## src/design/hfp_pkg.sv

```systemverilog
// Shared constants and types of the HDLC frame terminal port.
// Assumes a 40 MHz system clock; every cycle count below derives from it.
package hfp_pkg;

  // ----------------------------------------------------------------
  // Clock rates and derived cycle counts
  // ----------------------------------------------------------------
  localparam int unsigned CLK_PERIOD_NS   = 25;
  localparam int unsigned TX_CLK_HALF_NS  = 100;
  localparam int unsigned TX_CLK_HALF_CYC = (TX_CLK_HALF_NS + CLK_PERIOD_NS - 1) / CLK_PERIOD_NS;
  localparam int unsigned RX_CLK_HIGH_NS  = 75;
  localparam int unsigned RX_CLK_HIGH_CYC = (RX_CLK_HIGH_NS + CLK_PERIOD_NS - 1) / CLK_PERIOD_NS;
  localparam logic [2:0]  TX_HALF_LAST    = 3'(TX_CLK_HALF_CYC - 1);
  localparam logic [2:0]  RX_HIGH_LAST    = 3'(RX_CLK_HIGH_CYC - 1);

  // ----------------------------------------------------------------
  // Octets, runs and trailer lengths
  // ----------------------------------------------------------------
  localparam logic [7:0]  FLAG_OCTET  = 8'h7e;
  localparam logic [7:0]  ABORT_BYTE  = 8'hff;
  localparam logic [2:0]  STUFF_RUN   = 3'h5;
  localparam logic [2:0]  FLAG_RUN    = 3'h6;
  localparam logic [2:0]  RUN_MAX     = 3'h7;
  localparam logic [5:0]  BYTE_BITS   = 6'h08;
  localparam logic [5:0]  FCS16_BITS  = 6'h10;
  localparam logic [5:0]  FCS32_BITS  = 6'h20;
  localparam logic [3:0]  FCS16_BYTES = 4'h2;
  localparam logic [3:0]  FCS32_BYTES = 4'h4;
  localparam logic [3:0]  NBYTES_MAX  = 4'hf;

  // ----------------------------------------------------------------
  // Frame check sequence (reflected, LSB first)
  // ----------------------------------------------------------------
  localparam logic [31:0] CRC16_POLY = 32'h0000_8408;
  localparam logic [31:0] CRC32_POLY = 32'hedb8_8320;
  localparam logic [31:0] CRC16_INIT = 32'h0000_ffff;
  localparam logic [31:0] CRC32_INIT = 32'hffff_ffff;
  localparam logic [31:0] CRC16_GOOD = 32'h0000_f0b8;
  localparam logic [31:0] CRC32_GOOD = 32'hdebb_20e3;

  // ----------------------------------------------------------------
  // Buffer and serializer
  // ----------------------------------------------------------------
  localparam int unsigned FIFO_DEPTH = 16;
  localparam int unsigned TOKEN_W    = 9;

  typedef enum logic [1:0] {TXM_FLAG, TXM_DATA, TXM_FCS} hfp_txmode_t;

endpackage : hfp_pkg

```

## src/design/hfp_crc.sv

```systemverilog
// Bit-serial CRC-16 / CRC-32 engine, reflected, LSB first.
// Assumes the caller pulses init before each frame and holds wide steady.
`timescale 1ns/1ps
`default_nettype none

module hfp_crc
  import hfp_pkg::*;
(
  // Clock and reset.
  input  wire logic        clk_in,
  input  wire logic        rst_in,
  // Control and data.
  input  wire logic        init_in,
  input  wire logic        en_in,
  input  wire logic        bit_in,
  input  wire logic        wide_in,
  // Remainder now and after this bit.
  output logic      [31:0] crc_out,
  output logic      [31:0] crc_next_out
);

  function automatic logic [31:0] crc_step(input logic [31:0] c, input logic b, input logic w);
    logic [31:0] s;
    s = {1'b0, c[31:1]} ^ ((c[0] ^ b) ? (w ? CRC32_POLY : CRC16_POLY) : 32'h0000_0000);
    return w ? s : (s & CRC16_INIT);
  endfunction : crc_step

  assign crc_next_out = crc_step(crc_out, bit_in, wide_in);

  always_ff @(posedge clk_in or posedge rst_in) begin
    if (rst_in) begin
      crc_out <= CRC32_INIT;
    end else if (init_in) begin
      crc_out <= wide_in ? CRC32_INIT : CRC16_INIT;
    end else if (en_in) begin
      crc_out <= crc_next_out;
    end
  end

endmodule : hfp_crc

`default_nettype wire

```

## src/design/hfp_fifo.sv

```systemverilog
// Synchronous FIFO with valid/ready on both sides, flip-flop storage.
// Assumes both sides run on the same clock.
`timescale 1ns/1ps
`default_nettype none

module hfp_fifo #(
  parameter int unsigned WIDTH = 9,
  parameter int unsigned DEPTH = 16
) (
  // Clock and reset.
  input  wire logic             clk_in,
  input  wire logic             rst_in,
  // Filling side.
  input  wire logic             in_valid_in,
  output logic                  in_ready_out,
  input  wire logic [WIDTH-1:0] in_data_in,
  // Draining side.
  output logic                  out_valid_out,
  input  wire logic             out_ready_in,
  output logic      [WIDTH-1:0] out_data_out
);

  localparam int unsigned AW = $clog2(DEPTH);

  logic [WIDTH-1:0] mem_reg [DEPTH];
  logic [AW:0]      wr_ptr_reg;
  logic [AW:0]      rd_ptr_reg;
  wire              full;
  wire              empty;
  wire              do_wr;
  wire              do_rd;

  assign full          = (wr_ptr_reg[AW] != rd_ptr_reg[AW]) && (wr_ptr_reg[AW-1:0] == rd_ptr_reg[AW-1:0]);
  assign empty         = (wr_ptr_reg == rd_ptr_reg);
  assign in_ready_out  = ~full;
  assign out_valid_out = ~empty;
  assign out_data_out  = mem_reg[rd_ptr_reg[AW-1:0]];
  assign do_wr         = in_valid_in & ~full;
  assign do_rd         = out_ready_in & ~empty;

  always_ff @(posedge clk_in or posedge rst_in) begin
    if (rst_in) begin
      wr_ptr_reg <= '0;
      rd_ptr_reg <= '0;
    end else begin
      if (do_wr) begin
        wr_ptr_reg <= wr_ptr_reg + 1'b1;
      end
      if (do_rd) begin
        rd_ptr_reg <= rd_ptr_reg + 1'b1;
      end
    end
  end

  // Storage needs no reset; only slots behind the write pointer are read.
  always_ff @(posedge clk_in) begin
    if (do_wr) begin
      mem_reg[wr_ptr_reg[AW-1:0]] <= in_data_in;
    end
  end

endmodule : hfp_fifo

`default_nettype wire

```

## src/design/hfp_port.sv

```systemverilog
// HDLC frame terminal port: byte interface to the terminal, serial
// payload bits toward the line framer, in both directions.
// Assumes the line framer gives one payload slot per rising edge of
// line_clk_in, and the terminal times its tx inputs on our demand clock.
`timescale 1ns/1ps
`default_nettype none

module hfp_port
  import hfp_pkg::*;
(
  // Clock and reset.
  input  wire logic       mclk_in,
  input  wire logic       sys_rst_in,
  // Configuration.
  input  wire logic       crc32_sel_in,
  // Terminal transmit side.
  input  wire logic       send_message_in,
  input  wire logic       send_check_seq_in,
  input  wire logic [7:0] tx_frame_byte_in,
  output logic            tx_frame_clock_out,
  // Terminal receive side.
  output logic            rx_frame_clock_out,
  output logic      [7:0] rx_frame_byte_out,
  output logic            rx_flag_indicator_out,
  output logic            rx_check_ok_indicator_out,
  // Line framer payload side.
  input  wire logic       line_clk_in,
  input  wire logic       line_rx_bit_in,
  output logic            line_tx_bit_out
);

  // ----------------------------------------------------------------
  // Line clock and data synchronisers
  // ----------------------------------------------------------------
  logic [2:0] lclk_sync_reg;
  logic [2:0] lbit_sync_reg;
  logic       lclk_lvl_reg;
  wire        line_edge;
  wire        rx_b;

  // A rising edge counts once the second and third stages agree high.
  assign line_edge = lclk_sync_reg[1] & lclk_sync_reg[2] & ~lclk_lvl_reg;
  assign rx_b      = lbit_sync_reg[2];

  always_ff @(posedge mclk_in or posedge sys_rst_in) begin
    if (sys_rst_in) begin
      lclk_sync_reg <= 3'h0;
      lbit_sync_reg <= 3'h0;
      lclk_lvl_reg  <= 1'b0;
    end else begin
      lclk_sync_reg <= {lclk_sync_reg[1:0], line_clk_in};
      lbit_sync_reg <= {lbit_sync_reg[1:0], line_rx_bit_in};
      if (lclk_sync_reg[1] == lclk_sync_reg[2]) begin
        lclk_lvl_reg <= lclk_sync_reg[2];
      end
    end
  end

  // ----------------------------------------------------------------
  // Transmit demand clock and byte capture
  // ----------------------------------------------------------------
  logic       tx_clk_reg;
  logic [2:0] tx_cnt_reg;
  logic       fcs_seen_reg;
  wire        fifo_in_ready;
  wire        fifo_out_valid;
  wire [8:0]  fifo_out_data;
  wire        fifo_pop;
  wire        tx_rise;
  wire        push_mark;
  wire        push_data;
  wire        fifo_push;

  // Demand clock stalls while the buffer is full.
  assign tx_rise   = ~tx_clk_reg & (tx_cnt_reg == 3'h0) & fifo_in_ready;
  // Only the first period of send-check makes a trailer request.
  assign push_mark = send_check_seq_in & ~fcs_seen_reg;
  // Bytes are taken only while send-message is high.
  assign push_data = send_message_in & ~send_check_seq_in;
  // Capture on the rising demand clock edge.
  assign fifo_push = tx_rise & (push_mark | push_data);

  always_ff @(posedge mclk_in or posedge sys_rst_in) begin
    if (sys_rst_in) begin
      tx_clk_reg   <= 1'b0;
      tx_cnt_reg   <= 3'h0;
      fcs_seen_reg <= 1'b0;
    end else if (tx_rise) begin
      tx_clk_reg   <= 1'b1;
      tx_cnt_reg   <= TX_HALF_LAST;
      fcs_seen_reg <= send_check_seq_in;
    end else if (tx_cnt_reg != 3'h0) begin
      tx_cnt_reg <= tx_cnt_reg - 3'h1;
    end else if (tx_clk_reg) begin
      tx_clk_reg <= 1'b0;
      tx_cnt_reg <= TX_HALF_LAST;
    end
  end

  hfp_fifo #(
    .WIDTH (TOKEN_W),
    .DEPTH (FIFO_DEPTH)
  ) u_fifo (
    .clk_in        (mclk_in),
    .rst_in        (sys_rst_in),
    .in_valid_in   (fifo_push),
    .in_ready_out  (fifo_in_ready),
    .in_data_in    ({push_mark, tx_frame_byte_in}),
    .out_valid_out (fifo_out_valid),
    .out_ready_in  (fifo_pop),
    .out_data_out  (fifo_out_data)
  );

  // ----------------------------------------------------------------
  // Transmit serializer
  // ----------------------------------------------------------------
  hfp_txmode_t tx_mode_reg;
  hfp_txmode_t ld_mode;
  logic [31:0] tx_sh_reg;
  logic [31:0] ld_sh;
  logic [5:0]  tx_left_reg;
  logic [5:0]  ld_left;
  logic [2:0]  tx_ones_reg;
  logic        line_tx_bit_reg;
  logic        ld_pop;
  logic        ld_init;
  wire  [31:0] tx_crc_next;
  wire  [31:0] fcs_word;
  wire  [5:0]  fcs_bits;
  wire         stuff_now;
  wire         tx_shift;
  wire         tx_last;

  // Five ones in a row force a zero into the next slot.
  assign stuff_now = (tx_ones_reg == STUFF_RUN);
  assign tx_shift  = line_edge & ~stuff_now;
  assign tx_last   = tx_shift & (tx_left_reg == 6'h01);
  assign fifo_pop  = tx_last & ld_pop;
  // Trailer length and mask follow the CRC width select.
  assign fcs_bits  = crc32_sel_in ? FCS32_BITS : FCS16_BITS;
  assign fcs_word  = ~tx_crc_next & (crc32_sel_in ? CRC32_INIT : CRC16_INIT);

  always_comb begin
    ld_mode = TXM_FLAG;
    ld_sh   = {24'h00_0000, FLAG_OCTET};
    ld_left = BYTE_BITS;
    ld_pop  = 1'b0;
    ld_init = 1'b0;
    case (tx_mode_reg)
      TXM_FLAG: begin
        // A stray trailer request outside a frame is dropped.
        if (fifo_out_valid) begin
          ld_pop = 1'b1;
          if (!fifo_out_data[8]) begin
            ld_mode = TXM_DATA;
            ld_sh   = {24'h00_0000, fifo_out_data[7:0]};
            ld_init = 1'b1;
          end
        end
      end
      TXM_DATA: begin
        // An empty buffer mid-frame closes it with a flag and no trailer.
        if (fifo_out_valid) begin
          ld_pop = 1'b1;
          if (fifo_out_data[8]) begin
            ld_mode = TXM_FCS;
            ld_sh   = fcs_word;
            ld_left = fcs_bits;
          end else begin
            ld_mode = TXM_DATA;
            ld_sh   = {24'h00_0000, fifo_out_data[7:0]};
          end
        end
      end
      default: begin
        ld_mode = TXM_FLAG;
      end
    endcase
  end

  hfp_crc u_tx_crc (
    .clk_in       (mclk_in),
    .rst_in       (sys_rst_in),
    .init_in      (tx_last & ld_init),
    .en_in        (tx_shift & (tx_mode_reg == TXM_DATA)),
    .bit_in       (tx_sh_reg[0]),
    .wide_in      (crc32_sel_in),
    .crc_out      (),
    .crc_next_out (tx_crc_next)
  );

  always_ff @(posedge mclk_in or posedge sys_rst_in) begin
    if (sys_rst_in) begin
      tx_mode_reg     <= TXM_FLAG;
      tx_sh_reg       <= {24'h00_0000, FLAG_OCTET};
      tx_left_reg     <= BYTE_BITS;
      tx_ones_reg     <= 3'h0;
      line_tx_bit_reg <= 1'b0;
    end else if (line_edge && stuff_now) begin
      line_tx_bit_reg <= 1'b0;
      tx_ones_reg     <= 3'h0;
    end else if (tx_shift) begin
      // One payload bit per line slot.
      line_tx_bit_reg <= tx_sh_reg[0];
      if (tx_mode_reg == TXM_FLAG || !tx_sh_reg[0]) begin
        tx_ones_reg <= 3'h0;
      end else begin
        tx_ones_reg <= tx_ones_reg + 3'h1;
      end
      if (tx_last) begin
        // Idle fill reloads the flag octet.
        tx_mode_reg <= ld_mode;
        tx_sh_reg   <= ld_sh;
        tx_left_reg <= ld_left;
      end else begin
        tx_sh_reg   <= {1'b0, tx_sh_reg[31:1]};
        tx_left_reg <= tx_left_reg - 6'h01;
      end
    end
  end

  // ----------------------------------------------------------------
  // Receive deframer
  // ----------------------------------------------------------------
  logic [2:0] rx_ones_reg;
  logic [6:0] rx_dline_reg;
  logic [2:0] rx_dcnt_reg;
  logic [7:0] rx_sh_reg;
  logic [2:0] rx_bits_reg;
  logic [3:0] rx_nbytes_reg;
  logic       rx_inframe_reg;
  wire [31:0] rx_crc;
  wire [3:0]  rx_fcs_bytes;
  wire [7:0]  rx_byte_next;
  wire        rx_flag;
  wire        rx_abort;
  wire        rx_plain;
  wire        rx_commit;
  wire        rx_byte_done;
  wire        rx_end;
  wire        rx_good;

  assign rx_flag  = line_edge & ~rx_b & (rx_ones_reg == FLAG_RUN);
  assign rx_abort = line_edge & rx_b & (rx_ones_reg == FLAG_RUN) & rx_inframe_reg;
  // A zero after five ones is dropped as a stuffed bit.
  assign rx_plain = line_edge & ~(rx_b ? (rx_ones_reg >= FLAG_RUN)
                                       : (rx_ones_reg == STUFF_RUN || rx_ones_reg == FLAG_RUN));
  // Bits are held back seven places so a closing flag never reaches the check.
  assign rx_commit    = rx_plain & rx_inframe_reg & (rx_dcnt_reg == RUN_MAX);
  assign rx_byte_next = {rx_dline_reg[0], rx_sh_reg[7:1]};
  assign rx_byte_done = rx_commit & (rx_bits_reg == 3'h7);
  assign rx_fcs_bytes = crc32_sel_in ? FCS32_BYTES : FCS16_BYTES;
  assign rx_end       = rx_flag & rx_inframe_reg & (rx_bits_reg == 3'h0) & (rx_nbytes_reg > rx_fcs_bytes);
  assign rx_good      = crc32_sel_in ? (rx_crc == CRC32_GOOD) : (rx_crc[15:0] == CRC16_GOOD[15:0]);

  hfp_crc u_rx_crc (
    .clk_in       (mclk_in),
    .rst_in       (sys_rst_in),
    .init_in      (rx_flag),
    .en_in        (rx_commit),
    .bit_in       (rx_dline_reg[0]),
    .wide_in      (crc32_sel_in),
    .crc_out      (rx_crc),
    .crc_next_out ()
  );

  always_ff @(posedge mclk_in or posedge sys_rst_in) begin
    if (sys_rst_in) begin
      rx_ones_reg    <= 3'h0;
      rx_dline_reg   <= 7'h00;
      rx_dcnt_reg    <= 3'h0;
      rx_sh_reg      <= 8'h00;
      rx_bits_reg    <= 3'h0;
      rx_nbytes_reg  <= 4'h0;
      rx_inframe_reg <= 1'b0;
    end else if (line_edge) begin
      rx_ones_reg <= !rx_b ? 3'h0 : (rx_ones_reg == RUN_MAX) ? RUN_MAX : rx_ones_reg + 3'h1;
      if (rx_flag) begin
        rx_inframe_reg <= 1'b1;
        rx_dcnt_reg    <= 3'h0;
        rx_bits_reg    <= 3'h0;
        rx_nbytes_reg  <= 4'h0;
      end else if (rx_abort) begin
        rx_inframe_reg <= 1'b0;
      end else if (rx_plain && rx_inframe_reg) begin
        rx_dline_reg <= {rx_b, rx_dline_reg[6:1]};
        if (rx_dcnt_reg != RUN_MAX) begin
          rx_dcnt_reg <= rx_dcnt_reg + 3'h1;
        end
        if (rx_commit) begin
          rx_sh_reg   <= rx_byte_next;
          rx_bits_reg <= rx_bits_reg + 3'h1;
        end
        if (rx_byte_done && rx_nbytes_reg != NBYTES_MAX) begin
          rx_nbytes_reg <= rx_nbytes_reg + 4'h1;
        end
      end
    end
  end

  // ----------------------------------------------------------------
  // Receive terminal outputs
  // ----------------------------------------------------------------
  logic       rx_clk_reg;
  logic [2:0] rx_cnt_reg;
  logic [7:0] rx_byte_reg;
  logic       rx_idle_reg;
  logic       rx_ok_reg;
  wire        rx_ev;

  assign rx_ev = rx_byte_done | rx_flag | rx_abort;

  always_ff @(posedge mclk_in or posedge sys_rst_in) begin
    if (sys_rst_in) begin
      rx_clk_reg  <= 1'b0;
      rx_cnt_reg  <= 3'h0;
      rx_byte_reg <= 8'h00;
      rx_idle_reg <= 1'b0;
      rx_ok_reg   <= 1'b0;
    end else if (rx_ev) begin
      // Data and indicators change with the rising receive clock.
      rx_clk_reg  <= 1'b1;
      rx_cnt_reg  <= RX_HIGH_LAST;
      rx_byte_reg <= rx_byte_done ? rx_byte_next : rx_flag ? FLAG_OCTET : ABORT_BYTE;
      // Flag output raises the idle indicator.
      rx_idle_reg <= rx_flag;
      // Check-ok encodes frame result or abort.
      rx_ok_reg   <= rx_flag ? (rx_end & rx_good) : rx_abort;
    end else if (rx_cnt_reg != 3'h0) begin
      rx_cnt_reg <= rx_cnt_reg - 3'h1;
    end else begin
      rx_clk_reg <= 1'b0;
    end
  end

  assign tx_frame_clock_out        = tx_clk_reg;
  assign line_tx_bit_out           = line_tx_bit_reg;
  assign rx_frame_clock_out        = rx_clk_reg;
  assign rx_frame_byte_out         = rx_byte_reg;
  assign rx_flag_indicator_out     = rx_idle_reg;
  assign rx_check_ok_indicator_out = rx_ok_reg;

  // ----------------------------------------------------------------
  // Assertions
  // ----------------------------------------------------------------
  chk_trailer_len_sel: assert property (@(posedge mclk_in) disable iff (sys_rst_in)
    (tx_last && tx_mode_reg == TXM_DATA && fifo_out_valid && fifo_out_data[8])
    |=> tx_mode_reg == TXM_FCS && tx_left_reg == (crc32_sel_in ? FCS32_BITS : FCS16_BITS))
    else $error("trailer length does not follow the CRC width select");

  chk_idle_flag_fill: assert property (@(posedge mclk_in) disable iff (sys_rst_in)
    (tx_last && !fifo_out_valid) |=> tx_mode_reg == TXM_FLAG && tx_sh_reg[7:0] == FLAG_OCTET)
    else $error("empty buffer did not reload a flag octet");

  chk_line_bit_slot: assert property (@(posedge mclk_in) disable iff (sys_rst_in)
    !line_edge |=> $stable(line_tx_bit_reg))
    else $error("line bit changed outside a payload slot");

  chk_rx_flag_pulse: assert property (@(posedge mclk_in) disable iff (sys_rst_in)
    rx_ev |=> $rose(rx_clk_reg) && (rx_idle_reg == $past(rx_flag)) && (!rx_idle_reg || rx_byte_reg == FLAG_OCTET))
    else $error("idle indicator disagrees with flag on byte bus");

  chk_good_frame_end: assert property (@(posedge mclk_in) disable iff (sys_rst_in)
    (rx_end && rx_good) |=> rx_idle_reg && rx_ok_reg && rx_clk_reg)
    else $error("good frame not reported with both indicators high");

  chk_bad_frame_end: assert property (@(posedge mclk_in) disable iff (sys_rst_in)
    (rx_end && !rx_good) |=> rx_idle_reg && !rx_ok_reg)
    else $error("bad frame not reported as idle high, check low");

  chk_abort_report: assert property (@(posedge mclk_in) disable iff (sys_rst_in)
    rx_abort |=> !rx_idle_reg && rx_ok_reg && rx_byte_reg == ABORT_BYTE)
    else $error("abort not reported as idle low, check high");

  chk_rx_byte_edge: assert property (@(posedge mclk_in) disable iff (sys_rst_in)
    $changed(rx_byte_reg) |-> $rose(rx_clk_reg))
    else $error("receive byte changed away from a rising clock");

  chk_tx_capture_edge: assert property (@(posedge mclk_in) disable iff (sys_rst_in)
    fifo_push |-> !tx_clk_reg ##1 tx_clk_reg)
    else $error("byte captured away from a rising demand clock");

  chk_no_send_no_push: assert property (@(posedge mclk_in) disable iff (sys_rst_in)
    (!send_message_in && !send_check_seq_in) |-> !fifo_push)
    else $error("byte taken while send-message low");

  chk_demand_clock_high: assert property (@(posedge mclk_in) disable iff (sys_rst_in)
    $rose(tx_clk_reg) |-> tx_clk_reg [*4] ##1 !tx_clk_reg)
    else $error("demand clock high phase is not four cycles");

  chk_stuff_zero_bit: assert property (@(posedge mclk_in) disable iff (sys_rst_in)
    (line_edge && tx_ones_reg == STUFF_RUN) |=> !line_tx_bit_reg && tx_ones_reg == 3'h0)
    else $error("no zero inserted after five ones");

endmodule : hfp_port

`default_nettype wire

```

## config.mk

```make
export PLATFORM = sky130hd
export DESIGN_NAME = hfp_port
export DESIGN_NICKNAME = d
export VERILOG_FILES = /design/src/design/hfp_pkg.sv /design/src/design/hfp_crc.sv /design/src/design/hfp_fifo.sv /design/src/design/hfp_port.sv
export SDC_FILE = /design/constraint.sdc
export NUM_CORES = 1
export LEC_CHECK = 0
export BUFFER_PORTS_ARGS = -buffer_cell sky130_fd_sc_hd__buf_2
export CAP_MARGIN = 20
export CORE_UTILIZATION = 45
export CTS_CLUSTER_DIAMETER = 200
export DETAILED_ROUTE_END_ITERATION = 12
export PLACE_DENSITY = 0.71
export SYNTH_ARGS = -nofsm -noshare
export SYNTH_HDL_FRONTEND = slang
export SYNTH_HIERARCHICAL = 1
export SYNTH_SLANG_ARGS = --single-unit
```

## constraint.sdc

```tcl
create_clock -name mclk_in -period 7.55 [get_ports mclk_in]
set_input_delay 0.755 -clock mclk_in [delete_from_list [all_inputs] [get_ports mclk_in]]
set_output_delay 0.755 -clock mclk_in [all_outputs]
set_load 0.1 [all_outputs]
```

==> flow_summary.ini <==
[run_status]
outcome = complete, no violations

[synthesis]
syn-num-nets = 1191
netlist_area_um2 = 14600
synthCells = 1151
yosys_warnings = 6
syn_avg_cell_area_um2 = 12.7

[clocking]
clockBufferDepth = 3
cts.sinks = 316
tritoncts = done
root_buffer = clkbuf_16
clkTransAtPathRegs_ns = 0.06
cts_inserted_buffers = 35
h-tree-depth = 2
clk_latency_ns = 0.51
cts_hold_buf = 0
cts_resized = 0
cts_setup_buffers = 0

[worst_setup_path]
required_ns = 7.95
rr_worst_depth = 10
worst_path_max_delay_cell = buf_4
crit_path_end_kind = flip-flop
rr_startpoint = u_fifo/rd_ptr_reg[1]
max_stage_delay_ns = 0.60
path_cells = buf_4, mux4_2, a22oi_1, nand2_1, or3b_2, nor3_2, buf_4, nand2b_1, o31ai_1, a311oi_1
path_buf_inv = 2
worst_ep_arrival_time_ns = 4.26
timing.rr.end = u_tx_crc/crc_out[8]
critPathMaxFanout = 40
crit_family = simple AND/OR/NAND/NOR gates
cp_common_cell = buf_4
crit_type = reg -> reg
r2r_setup_slack_ns = 3.69
worstSetupStartpointType = flip-flop

[detailed_routing]
via_count = 9114
drtAntennaViolNets = 0
route.detailed.drc = 0
first_pass_iters = 6
wirelength_mm = 29.3
drtIter0Drc = 816
avgRoutedWirePerCell_um = 18.6
viasPerCell = 5.80

[die]
dieArea_um2 = 33200
fp.dieW_um = 182
row_count = 65
start_util_pct = 46.1
io_pins = 28
die_h_um = 182
coreArea_um2 = 31700

[placement]
gp_congestion = 0.783
dp_hpwl_mm = 18.1
port-buffer-count = 27

[pwr]
clkPwrFrac_pct = 36.2
pwr-share-seq_pct = 48.6
leakage_nw = 6.35
p_sw_w = 0.00125
combPwrFrac_pct = 15.2
ir_drop_mv = 0.236
p_int_w = 0.00336
powerDensity_nw_per_um2 = 287
swShare_pct = 27.2

[final_layout]
diodes = 0
fillers = 2675
drive_above_1_share_pct = 20.3
fin_nets = 1184
syn_to_final_growth_pct = 9.93
largest_register_ffs = 144

[grt]
grt_pass1_wl_mm = 48.3
first_global_vias = 9106
overflow = 0
grt_antenna_before_repair = 0
grt_start_max_net_pins = 64
grt_usage_pct = 18.1

[sta]
fmax_mhz = 259
rsz0062_at_grt = false
finalCritPeriodShare_pct = 51.1
hold_violations = 0
finalSetupTns_ns = 0
maxSlewViolCount = 0
setup_violations = 0
worstMarginPinSlew_ns = 1.05
timing.hold.ws_ns = 0.332
period_minus_slack_ns = 3.86
fin_skew_ns = 0.0126
slew_headroom_pct = 30.1

[run]
maxCapViolations = 0

[hold_path]
hp-class = in -> async
cell type report:
class	instances	area [um2]	share of cell area (%)
repair buffers	46	278	1.73
inverters	30	115	0.717
clock inverters	18	174	1.08
well taps	402	503	3.13
multi-input cells	715	5320	33.1
clock buffers	45	955	5.94
flip-flops and latches	316	8720	54.3
power by group through the flow:
stage	clock, W	sequential [W]	combinational, W
after global placement	0	0.00226	0.000673
after detailed placement	0	0.00227	0.000696
after floorplan	0	0.00225	0.000554
after CTS	0.00170	0.00224	0.000698
final	0.00167	0.00224	0.000701
after global routing	0.00177	0.00227	0.000784
through the flow:
step                util (%)  total power (W)  setup slack [ns]  cells  cell area, um2
floorplan                  -          0.00280              4.22   1151           14600
global placement        47.0          0.00293              3.70   1504           14900
detailed placement      47.0          0.00296              3.69   1505           14900
CTS                     50.5          0.00464              3.68   1568           16000
global route            50.6          0.00482              3.40   1572           16100
finish                  50.6          0.00461              3.69   1572           16100
worst max path at each step:
stage,from,to,slack [ns],depth (start not counted)
final,u_fifo/rd_ptr_reg[1],u_tx_crc/crc_out[8],3.69,10
after global routing,u_fifo/rd_ptr_reg[1],u_tx_crc/crc_out[8],3.40,10
after CTS,u_fifo/rd_ptr_reg[1],u_tx_crc/crc_out[8],3.68,10
after detailed placement,u_fifo/rd_ptr_reg[1],u_tx_crc/crc_out[8],3.69,10
after global placement,u_fifo/rd_ptr_reg[1],u_fifo/mem_reg[14][0],3.70,9
after floorplan,u_fifo/rd_ptr_reg[1],u_tx_crc/crc_out[9],4.22,11
metal layers:
metal	track usage [%]	share of wire (%)
met5	0	0
met2	28.7	47
met1	25.9	47
met4	5.08	2.1
met3	2.65	3.9
layout by cell type (no fill, tap or decap), types with 20 or more instances in the layout:
cell	count
edfxtp_1	144
nand2_1	118
dfrtp_1	100
dfstp_2	71
nor2_1	68
nand4_1	40
o21ai_0	36
clkbuf_16	36
mux4_2	36
nor2b_1	31
inv_1	28
xnor2_1	27
buf_2	27
nand4b_1	25
ha_1	25
a211o_1	24
a21oi_1	20
(Power assumes the default switching activity.)
